**src/inc/gprr_pkg.sv**
```systemverilog
// gprr_pkg: constants, kinds and layouts of the report packet responder
// assumes: one clk_sys domain, apb word registers, a byte framer downstream
package gprr_pkg;

  // report kinds, health first so it follows the ID report at once
  typedef enum {K_HLTH, K_ID, K_PARM, K_OSC, K_ACK, K_UTC, K_BIAS, K_IO, K_VEL} gprr_kind_t;
  localparam int NKIND = 9;

  // request and report codes
  localparam logic [7:0] REQ_ID_A = 8'h25, REQ_ID_B = 8'h26, REQ_PARM = 8'h2c;
  localparam logic [7:0] REQ_OSC = 8'h2d, REQ_TIME = 8'h2e, REQ_UTC = 8'h2f;
  localparam logic [7:0] REQ_IO = 8'h35, REQ_FIX = 8'h37;
  localparam logic [7:0] ACK_YES = 8'h59, ACK_NO = 8'h4e;

  // word index of each register; byte address is four times the index
  localparam logic [5:0] W_CTRL = 6'h00, W_STAT = 6'h01, W_ISTAT = 6'h02, W_IMASK = 6'h03;
  localparam logic [5:0] W_DYN = 6'h04, W_ELEV = 6'h05, W_PDOPM = 6'h07, W_OSC = 6'h09;
  localparam logic [5:0] W_UTC = 6'h0a, W_BIAS = 6'h11, W_TOF = 6'h13, W_VE = 6'h14;
  localparam logic [5:0] W_IO = 6'h18, W_HLTH = 6'h19, W_LAST = 6'h19;

  // control and status bit positions
  localparam int CTRL_VARIANT = 0, CTRL_BBTC = 1, CTRL_ENU = 2, CTRL_VMASK = 3, CTRL_CM = 4;
  localparam logic [1:0] CM_NORMAL = 2'h0;
  localparam int ST1_BBTC = 1, ST1_ALM = 3;
  localparam int IRQ_SENT = 0, IRQ_BADREQ = 1, IRQ_TSET = 2;

  // dynamics codes and other limits
  localparam logic [7:0] DYN_LAND = 8'h01, DYN_STATIC = 8'h04;
  localparam logic [3:0] MIN_SATS_3D = 4'h4;

  // reset values
  localparam logic [7:0] CTRL_RST = 8'h00;
  localparam logic [31:0] ELEV_RST = 32'h3e32b021, SIGM_RST = 32'h40800000;
  localparam logic [31:0] PDOPM_RST = 32'h41000000, PDOPS_RST = 32'h40c00000;

  // reset contents of the data words
  function automatic logic [31:0] reg_rst(input logic [5:0] w);
    unique case (w)
      W_DYN:         return {24'h000000, DYN_LAND};
      W_ELEV:        return ELEV_RST;
      W_ELEV + 6'h1: return SIGM_RST;
      W_PDOPM:       return PDOPM_RST;
      W_PDOPM + 6'h1: return PDOPS_RST;
      default:       return 32'h00000000;
    endcase
  endfunction

  // payload length in bytes of each report
  function automatic logic [4:0] rep_len(input gprr_kind_t k);
    unique case (k)
      K_HLTH: return 5'h02;
      K_ID:   return 5'h03;
      K_PARM: return 5'h11;
      K_ACK:  return 5'h01;
      K_UTC:  return 5'h1a;
      K_BIAS: return 5'h0c;
      K_VEL:  return 5'h14;
      default: return 5'h04;
    endcase
  endfunction

  // report code of each kind
  function automatic logic [7:0] rep_code(input gprr_kind_t k);
    unique case (k)
      K_HLTH: return 8'h46;
      K_ID:   return 8'h4b;
      K_PARM: return 8'h4c;
      K_OSC:  return 8'h4d;
      K_ACK:  return 8'h4e;
      K_UTC:  return 8'h4f;
      K_BIAS: return 8'h54;
      K_IO:   return 8'h55;
      default: return 8'h56;
    endcase
  endfunction

endpackage

```
**src/logic/gprr_top.sv**
```systemverilog
// The APB interface to the registers and the placing of the registers were chosen for this implementation.
`timescale 1ns/1ns
// gprr_top: report packet responder, apb registers and a report byte stream
// assumes: requests arrive decoded from a parser on clk_sys; a framer drains tx_*
module gprr_top #(
  parameter logic [7:0] ID_CODE_A = 8'h5a,  // arbitrary identity value
  parameter logic [7:0] ID_CODE_B = 8'h5b,  // arbitrary identity value
  parameter logic [7:0] STATUS2   = 8'h01   // super packet support marker
)(
  // clock and reset
  input  logic        clk_sys,
  input  logic        reset,
  // apb slave
  input  logic        psel,
  input  logic        penable,
  input  logic        pwrite,
  input  logic [7:0]  paddr,
  input  logic [31:0] pwdata,
  output logic [31:0] prdata,
  output logic        pready,
  output logic        pslverr,
  // decoded host requests
  input  logic        req_valid,
  input  logic [7:0]  req_code,
  // receiver state
  input  logic        state_change,
  input  logic        fix_done,
  input  logic        almanac_stale,
  input  logic        sat_time_held,
  input  logic [3:0]  sat_count,
  input  logic [31:0] pdop,
  // report byte stream
  output logic        tx_valid,
  input  logic        tx_ready,
  output logic [7:0]  tx_code,
  output logic [7:0]  tx_data,
  output logic        tx_first,
  output logic        tx_last,
  // status
  output logic        time_accept,
  output logic        fix3d_ok,
  output logic        irq
);
  import gprr_pkg::*;

  logic [31:0]      regs [W_DYN:W_LAST]; // report data words
  logic [7:0]       ctrl;                // variant, clock, velocity, mode
  logic [2:0]       istat;               // sticky events
  logic [2:0]       imask;               // interrupt enables
  logic [2:0]       next_istat;          // events after clears
  logic [NKIND-1:0] pend;                // reports waiting to go
  logic [NKIND-1:0] set_p;               // new report demands
  logic [NKIND-1:0] clr_p;               // report taken for sending
  gprr_kind_t       cur_k;               // report being sent
  gprr_kind_t       pick_k;              // next report to start
  logic             busy;                // mid report
  logic [4:0]       idx;                 // next payload byte
  logic [7:0]       ack_q;               // latched acknowledgement
  logic [7:0]       st1;                 // status one byte
  logic [31:0]      rd;                  // read mux

  // one byte of a data word, most significant byte first
  function automatic logic [7:0] wb(input logic [5:0] w, input logic [1:0] s);
    logic [31:0] v;
    v = regs[w];
    return v[5'd24 - {s, 3'b000} +: 8];
  endfunction

  // payload byte i of report kind k
  function automatic logic [7:0] pay_byte(input gprr_kind_t k, input logic [4:0] i);
    logic [4:0] j;
    j = 5'(i - 5'h01);
    unique case (k)
      K_ID:   return (i == 5'h00) ? (ctrl[CTRL_VARIANT] ? ID_CODE_B : ID_CODE_A)
                   : (i == 5'h01) ? st1 : STATUS2;
      K_HLTH: return wb(W_HLTH, i[1:0]);
      K_PARM: return (i == 5'h00) ? regs[W_DYN][7:0]
                   : wb(6'(W_ELEV + {3'h0, j[4:2]}), j[1:0]);
      K_OSC:  return wb(W_OSC, i[1:0]);
      K_ACK:  return ack_q;
      K_UTC:  return wb(6'(W_UTC + {3'h0, i[4:2]}), i[1:0]);
      K_BIAS: return wb(6'(W_BIAS + {3'h0, i[4:2]}), i[1:0]);
      K_IO:   return wb(W_IO, i[1:0]);
      default: return wb((i < 5'h10) ? 6'(W_VE + {3'h0, i[4:2]}) : W_TOF, i[1:0]);
    endcase
  endfunction

  // apb decode; every transfer gets one wait state so read data comes from a flop
  wire [5:0] widx   = paddr[7:2];
  wire       hit    = (widx <= W_LAST) & (paddr[1:0] == 2'b00);
  wire       acc    = psel & penable;
  wire       wr_go  = acc & pready & pwrite & hit;
  wire       dyn_ok = (pwdata[7:0] >= DYN_LAND) & (pwdata[7:0] <= DYN_STATIC);
  wire       wr_dat = wr_go & (widx >= W_DYN) & ((widx != W_DYN) | dyn_ok);

  // request decode
  wire req_id   = req_valid & ((req_code == REQ_ID_A) | (req_code == REQ_ID_B));
  wire req_parm = req_valid & (req_code == REQ_PARM);
  wire req_osc  = req_valid & (req_code == REQ_OSC);
  wire req_time = req_valid & (req_code == REQ_TIME);
  wire req_utc  = req_valid & (req_code == REQ_UTC);
  wire req_io   = req_valid & (req_code == REQ_IO);
  wire req_fix  = req_valid & (req_code == REQ_FIX);
  wire req_bad  = req_valid & ~(req_id | req_parm | req_osc | req_time | req_utc
                                | req_io | req_fix);
  wire time_go  = req_time & ~sat_time_held;
  wire enu_sel  = ctrl[CTRL_ENU];
  wire bias_on  = ctrl[CTRL_CM +: 2] != CM_NORMAL;

  // stream control: a slot is free when nothing waits on the framer
  wire        slot      = ~tx_valid | tx_ready;
  wire        start     = ~busy & slot & (|pend);
  wire        step      = busy & slot;
  gprr_kind_t next_k;
  assign next_k = busy ? cur_k : pick_k;
  wire [4:0]  next_i    = busy ? idx : 5'h00;
  wire        next_last = next_i == 5'(rep_len(next_k) - 5'h01);
  logic [7:0] next_byte;
  // a process rather than an assign, so it also wakes on the words pay_byte reads
  always_comb begin
    next_byte = pay_byte(next_k, next_i);
  end
  wire        sent      = tx_valid & tx_ready & tx_last;

  // status one byte
  always_comb begin
    st1 = 8'h00;
    st1[ST1_BBTC] = ctrl[CTRL_VARIANT] & ctrl[CTRL_BBTC];
    st1[ST1_ALM]  = almanac_stale;
  end

  // lowest pending kind wins; health sits first so it trails its ID report
  always_comb begin
    pick_k = K_HLTH;
    for (int n = NKIND - 1; n >= 0; n--) begin
      if (pend[n]) begin
        pick_k = gprr_kind_t'(n);
      end
    end
  end

  // report demands from requests, events and the pairing of ID and health
  always_comb begin
    set_p = '0;
    clr_p = '0;
    set_p[K_ID]   = req_id | state_change;
    set_p[K_HLTH] = start & (pick_k == K_ID);
    set_p[K_PARM] = req_parm;
    set_p[K_OSC]  = req_osc;
    set_p[K_ACK]  = req_time;
    set_p[K_UTC]  = req_utc;
    set_p[K_BIAS] = fix_done & bias_on;
    set_p[K_IO]   = req_io;
    set_p[K_VEL]  = enu_sel & ((fix_done & ctrl[CTRL_VMASK]) | req_fix);
    if (start) begin
      clr_p[pick_k] = 1'b1;
    end
  end

  // interrupt events; a new event beats a write-one clear in the same cycle
  always_comb begin
    next_istat = istat;
    if (wr_go & (widx == W_ISTAT)) begin
      next_istat = istat & ~pwdata[2:0];
    end
    next_istat[IRQ_SENT]   = next_istat[IRQ_SENT] | sent;
    next_istat[IRQ_BADREQ] = next_istat[IRQ_BADREQ] | req_bad;
    next_istat[IRQ_TSET]   = next_istat[IRQ_TSET] | time_go;
  end

  // read mux
  always_comb begin
    rd = 32'h00000000;
    if (widx == W_CTRL) begin
      rd = {24'h000000, ctrl};
    end else if (widx == W_STAT) begin
      rd = {21'h000000, fix3d_ok, busy, pend};
    end else if (widx == W_ISTAT) begin
      rd = {29'h00000000, istat};
    end else if (widx == W_IMASK) begin
      rd = {29'h00000000, imask};
    end else if (hit) begin
      rd = regs[widx];
    end
  end

  // apb answer: pready rises one cycle into the access phase
  always_ff @(posedge clk_sys or posedge reset) begin
    if (reset) begin
      pready  <= 1'b0;
      prdata  <= 32'h00000000;
      pslverr <= 1'b0;
    end else begin
      pready <= acc & ~pready;
      if (acc & ~pready) begin
        prdata  <= pwrite ? 32'h00000000 : rd;
        pslverr <= ~hit;
      end
    end
  end

  // control registers and the retained parameter and data words
  always_ff @(posedge clk_sys or posedge reset) begin
    if (reset) begin
      ctrl  <= CTRL_RST;
      imask <= 3'h0;
      istat <= 3'h0;
      for (int n = W_DYN; n <= W_LAST; n++) begin
        regs[n] <= reg_rst(6'(n));
      end
    end else begin
      istat <= next_istat;
      if (wr_go & (widx == W_CTRL)) begin
        ctrl <= pwdata[7:0];
      end
      if (wr_go & (widx == W_IMASK)) begin
        imask <= pwdata[2:0];
      end
      // code 0 or an unknown code leaves the dynamics setting alone
      if (wr_dat) begin
        regs[widx] <= (widx == W_DYN) ? {24'h000000, pwdata[7:0]} : pwdata;
      end
    end
  end

  // pending reports and the acknowledgement byte
  always_ff @(posedge clk_sys or posedge reset) begin
    if (reset) begin
      pend        <= '0;
      ack_q       <= ACK_NO;
      time_accept <= 1'b0;
    end else begin
      pend        <= (pend & ~clr_p) | set_p;
      time_accept <= time_go;
      if (req_time) begin
        ack_q <= sat_time_held ? ACK_NO : ACK_YES;
      end
    end
  end

  // byte sequencer; a report holds the stream until its last byte leaves
  always_ff @(posedge clk_sys or posedge reset) begin
    if (reset) begin
      busy  <= 1'b0;
      cur_k <= K_HLTH;
      idx   <= 5'h00;
    end else if (start | step) begin
      busy  <= ~next_last;
      cur_k <= next_k;
      idx   <= 5'(next_i + 5'h01);
    end
  end

  // stream outputs
  always_ff @(posedge clk_sys or posedge reset) begin
    if (reset) begin
      tx_valid <= 1'b0;
      tx_code  <= 8'h00;
      tx_data  <= 8'h00;
      tx_first <= 1'b0;
      tx_last  <= 1'b0;
    end else if (start | step) begin
      tx_valid <= 1'b1;
      tx_code  <= rep_code(next_k);
      tx_data  <= next_byte;
      tx_first <= start;
      tx_last  <= next_last;
    end else if (tx_ready) begin
      tx_valid <= 1'b0;
    end
  end

  // fix gate and interrupt output; pdop is a positive single, so it orders as unsigned
  always_ff @(posedge clk_sys or posedge reset) begin
    if (reset) begin
      fix3d_ok <= 1'b0;
      irq      <= 1'b0;
    end else begin
      fix3d_ok <= (sat_count >= MIN_SATS_3D) & (pdop <= regs[W_PDOPM]);
      irq      <= |(next_istat & imask);
    end
  end

  // bytes accepted so far in the current report, for the checks below
  logic [4:0] acc_cnt;
  always_ff @(posedge clk_sys or posedge reset) begin
    if (reset) begin
      acc_cnt <= 5'h00;
    end else if (tx_valid & tx_ready) begin
      acc_cnt <= tx_last ? 5'h00 : 5'(acc_cnt + 5'h01);
    end
  end
endmodule // gprr_top
```
**config.mk**
```make
export PLATFORM = sky130hd
export DESIGN_NAME = gprr_top
export DESIGN_NICKNAME = d
export VERILOG_FILES = /design/src/inc/gprr_pkg.sv /design/src/logic/gprr_top.sv
export SDC_FILE = /design/constraint.sdc
export NUM_CORES = 2
export LEC_CHECK = 0
export ABC_AREA = 1
export BUFFER_PORTS_ARGS = -buffer_cell sky130_fd_sc_hd__buf_2
export CORE_MARGIN = 2
export CORE_UTILIZATION = 40
export DETAILED_ROUTE_END_ITERATION = 10
export PLACE_DENSITY_LB_ADDON = 0.1
export RECOVER_POWER = 100
export SYNTH_ARGS = -nofsm -noshare
export SYNTH_HDL_FRONTEND = slang
export SYNTH_SLANG_ARGS = --single-unit
```
**constraint.sdc**
```tcl
create_clock -name clk_sys -period 56.8 [get_ports clk_sys]
set_input_delay 11.36 -clock clk_sys [delete_from_list [all_inputs] [get_ports clk_sys]]
set_output_delay 11.36 -clock clk_sys [all_outputs]
set_load 0.005 [all_outputs]
```
==> flow_summary_export.csv <==
group,metric,value,unit
sta,rsz0062_at_grt,"no",
yosys,syn_area_per_cell,7.02,um^2
routing,first_iter_violations,8062,
clocking,postCtsHoldBufs,0,
yosys,synth_edf_count,0,
global_routing,use_met2,0.523,
setup_path,cp_cell_sequence,"buf_2, clkinvlp_2, clkbuf_1, clkbuf_1, clkbuf_1",
placed_design,portBuffers,146,
cells_and_area,nNetsFinal,7149,
clocking,cts.clk_slew.worst_paths,0.06,ns
yosys,synth_warnings,0,
die,core.rowCount,130,
die,core-area,126000,um^2
setup_path,slowest_delay,2.88,ns
placed_design,dpl.hpwl,152000,um
routing,routed_wl,246000,um
clocking,cts_resized,0,
worst_hold_path,holdCritPathClass,"reg -> reg",
setup_path,cpMaxStageDelayCell,"clkbuf_1",
cells_and_area,final_cell_mix,"nand2_1 (1950), o21ai_0 (1336), dfrtp_1 (799), inv_1 (528), nand3_1 (486)",
placed_design,place_congestion,0.958,
sta,max_slew_margin,-2.36,
yosys,synth_ff_type,"dfrtp_1",
setup_path,critPathLaunchType,"primary input",
yosys,yosysSeqAreaShare,0.405,
cells_and_area,layout_commonest_cell,"nand2_1",
die,die-area,130000,um^2
global_routing,grt-busiest-layer,"met2",
cells_and_area,syn2layout_area_growth,9.72,%
global_routing,gr-usage-all-layers,0.370,
global_routing,grt_max_degree,192,
sta,hold_slack,0.468,ns
sta,finalCriticalPeriod,22.47,ns
sta,min_period_over_period,0.396,
cells_and_area,final_core_util,0.443,
setup_path,critPathTopFamily,"buffers and inverters",
pwr,cellLeakagePower,23.7,nW
yosys,mappedNetlistArea,50800,um^2
yosys,synth_top_area_frac,0.393,
pwr,power_density,50.8,nW/um^2
run_status,status,"finished with violations",
sta,clock.fmax,0.0445,GHz
clocking,cts_tree,"done",
yosys,ys_async_sr_fraction,1.00,
die,die_h,360,um
setup_path,worst_path_most_repeated_cell,"clkbuf_1",
sta,slew_violations,2203,
die,die_w,360,um
sta,tightest_slew,5.02,ns
clocking,clk_latency,0.73,ns
clocking,clockBufferDepth,3,
global_routing,grt_pass1_wl,354000,um
sta,setup_viol,0,
setup_path,crit_arrival,22.39,ns
job,max_cap_violations,38,
setup_path,critPathKind,"in -> async",
sta,hold_viol,0,
pwr,fin_total_pwr,2.83,mW
global_routing,antenna_found_initial,15,
sta,skew,0.0278,ns
die,initial_core_util,0.404,
global_routing,grt_pass1_vias,49600,
routing,ant_nets,0,
yosys,syn_inst,7243,
yosys,synth_area_leaders,"dfrtp_1 (39%), nand2_1 (14%), o21ai_0 (12%), nand3_1 (4.8%), inv_1 (3.9%)",
setup_path,crit_required,56.72,ns
cells_and_area,drive_above_1_share,0.0649,
routing,vias,54100,
clocking,numCtsBuffers,102,
yosys,synth-seq-cells,821,
routing,drt_first_pass_iters,6,
setup_path,critPathBufInv,5,
pwr,ir_drop,0.0599,mV
placed_design,placedInstanceArea,52400,um^2
routing,wl_per_cell,28.1,um
die,io_pins,151,
sta,fin_setup_tns,0,ns
clocking,htreeDepth,3,
global_routing,grtUsageMet1,0.497,
global_routing,gr-usage-met3,0.0935,
routing,drc,0,
setup_path,path_max_fanout,109,
run_status,violations,"capacitance limit, slew limit",
clocking,cts.sinks,821,
routing,drt-vias-per-instance,6.17,
setup_path,worstSetupEndpointType,"async pin",
clocking,postCtsSetupRepairBufs,0,
cells_and_area,n_fill_cell,13000,
cells_and_area,finalInstanceArea,55800,um^2
clocking,cts_root_buf,"clkbuf_16",
yosys,synth_top_cell_by_area,"dfrtp_1",
yosys,yosysUniqueCellTypes,58,
global_routing,overflow,0,
[stage by stage]
stage | setup WS [ns] | cells
2_1_floorplan | 22.42 | 7244
3_3_place_gp | 40.50 | 8559
3_5_place_dp | 40.46 | 8559
4_1_cts | 41.20 | 8751
5_1_grt | 32.16 | 8751
6_report | 34.33 | 8757
[synth_stat cells (8+ instances only)]
| library cell | n |
|---|---|
| nand2_1 | 1950 |
| o21ai_0 | 1257 |
| dfrtp_1 | 799 |
| inv_1 | 532 |
| nand3_1 | 485 |
| clkbuf_1 | 394 |
| nor2_1 | 337 |
| a21oi_1 | 325 |
| o211ai_1 | 257 |
| o22ai_1 | 193 |
| buf_2 | 139 |
| o21ai_1 | 85 |
| buf_1 | 67 |
| a22oi_1 | 45 |
| o2111ai_1 | 44 |
| ha_1 | 41 |
| o221ai_1 | 32 |
| dfstp_2 | 22 |
| a31oi_1 | 19 |
| nor3_1 | 18 |
| o2bb2ai_1 | 17 |
| nand4_1 | 14 |
| inv_2 | 13 |
| nand2_2 | 13 |
| nor2_2 | 11 |
| xor2_1 | 11 |
| a211oi_1 | 10 |
| mux2i_1 | 10 |
| a41oi_1 | 9 |
| buf_4 | 9 |
| a221oi_1 | 8 |
[sequential cells by signal, summed over array words and instances, names as in the netlist, 2 cells and up]
signal   flops
prdata      32
regs       704
ctrl         8
tx_data      8
imask        3
istat        3
cur_k       32
idx          5
tx_code      6
pend         9
ack_q        2
[kinds of logic (layout without fill, tap and decap cells)]
kind of cell,Yosys count,in the layout,synth area share
adder cells (fa/ha/maj),41,41,0.0101
AO/OA/AOI/OAI,2345,2345,0.263
buffers and inverters,1163,1020,0.0903
multiplexers,10,10,0.00197
XOR/XNOR,15,15,0.00303
other,1,8,0.0000738
AND/OR/NAND/NOR,2847,2847,0.227
flip-flops,821,821,0.405
[final timing paths]
path / startpoint / end / slack, ns / depth (start not counted)
worst max-delay path: reset / regs[124] / 34.33 / 5
worst min-delay path: regs[682] / regs[682] / 0.47 / 2
worst max register to register: busy / tx_data[1] / 49.38 / 16
worst min register to register: regs[682] / regs[682] / 0.47 / 2
max in group clk_sys: paddr[6] / regs[64] / 35.73 / 15
min in group asynchronous: reset / regs[424] / 12.14 / 2
[tightest hold or removal path: stages, from the launching register on]
cell,delay (ns)
dfrtp_1,0.34
nand2_1,0.05
inv_1,0.04
[routing by layer]
metal  part of all wire  routed length, um  vias to the layer above
met3               0.12              29400                      827
met1               0.40              97300                    25600
met4              0.077              19000                       18
met2               0.41             100000                     3479
met5            0.00050                123                        -
li1                   -                  -                    24100
[where the power goes]
| group | internal, mW | leakage [nW] | switching [mW] |
|---|---|---|---|
| sequential | 0.598 | 11.3 | 0.0188 |
| combinational | 0.384 | 10.6 | 1.12 |
| clock | 0.427 | 1.79 | 0.283 |
[layout make-up]
cell class,instances,area [um^2],share of cell area
tap,1650,2060,0.0370
clock inverter,42,578,0.0104
multi-input combinational,5260,25800,0.463
timing repair buffer,276,1600,0.0287
sequential,821,20600,0.369
antenna,6,15.0,0.000269
inverter,552,2090,0.0376
clock buffer,150,3030,0.0543
(Power assumes the default switching activity.)
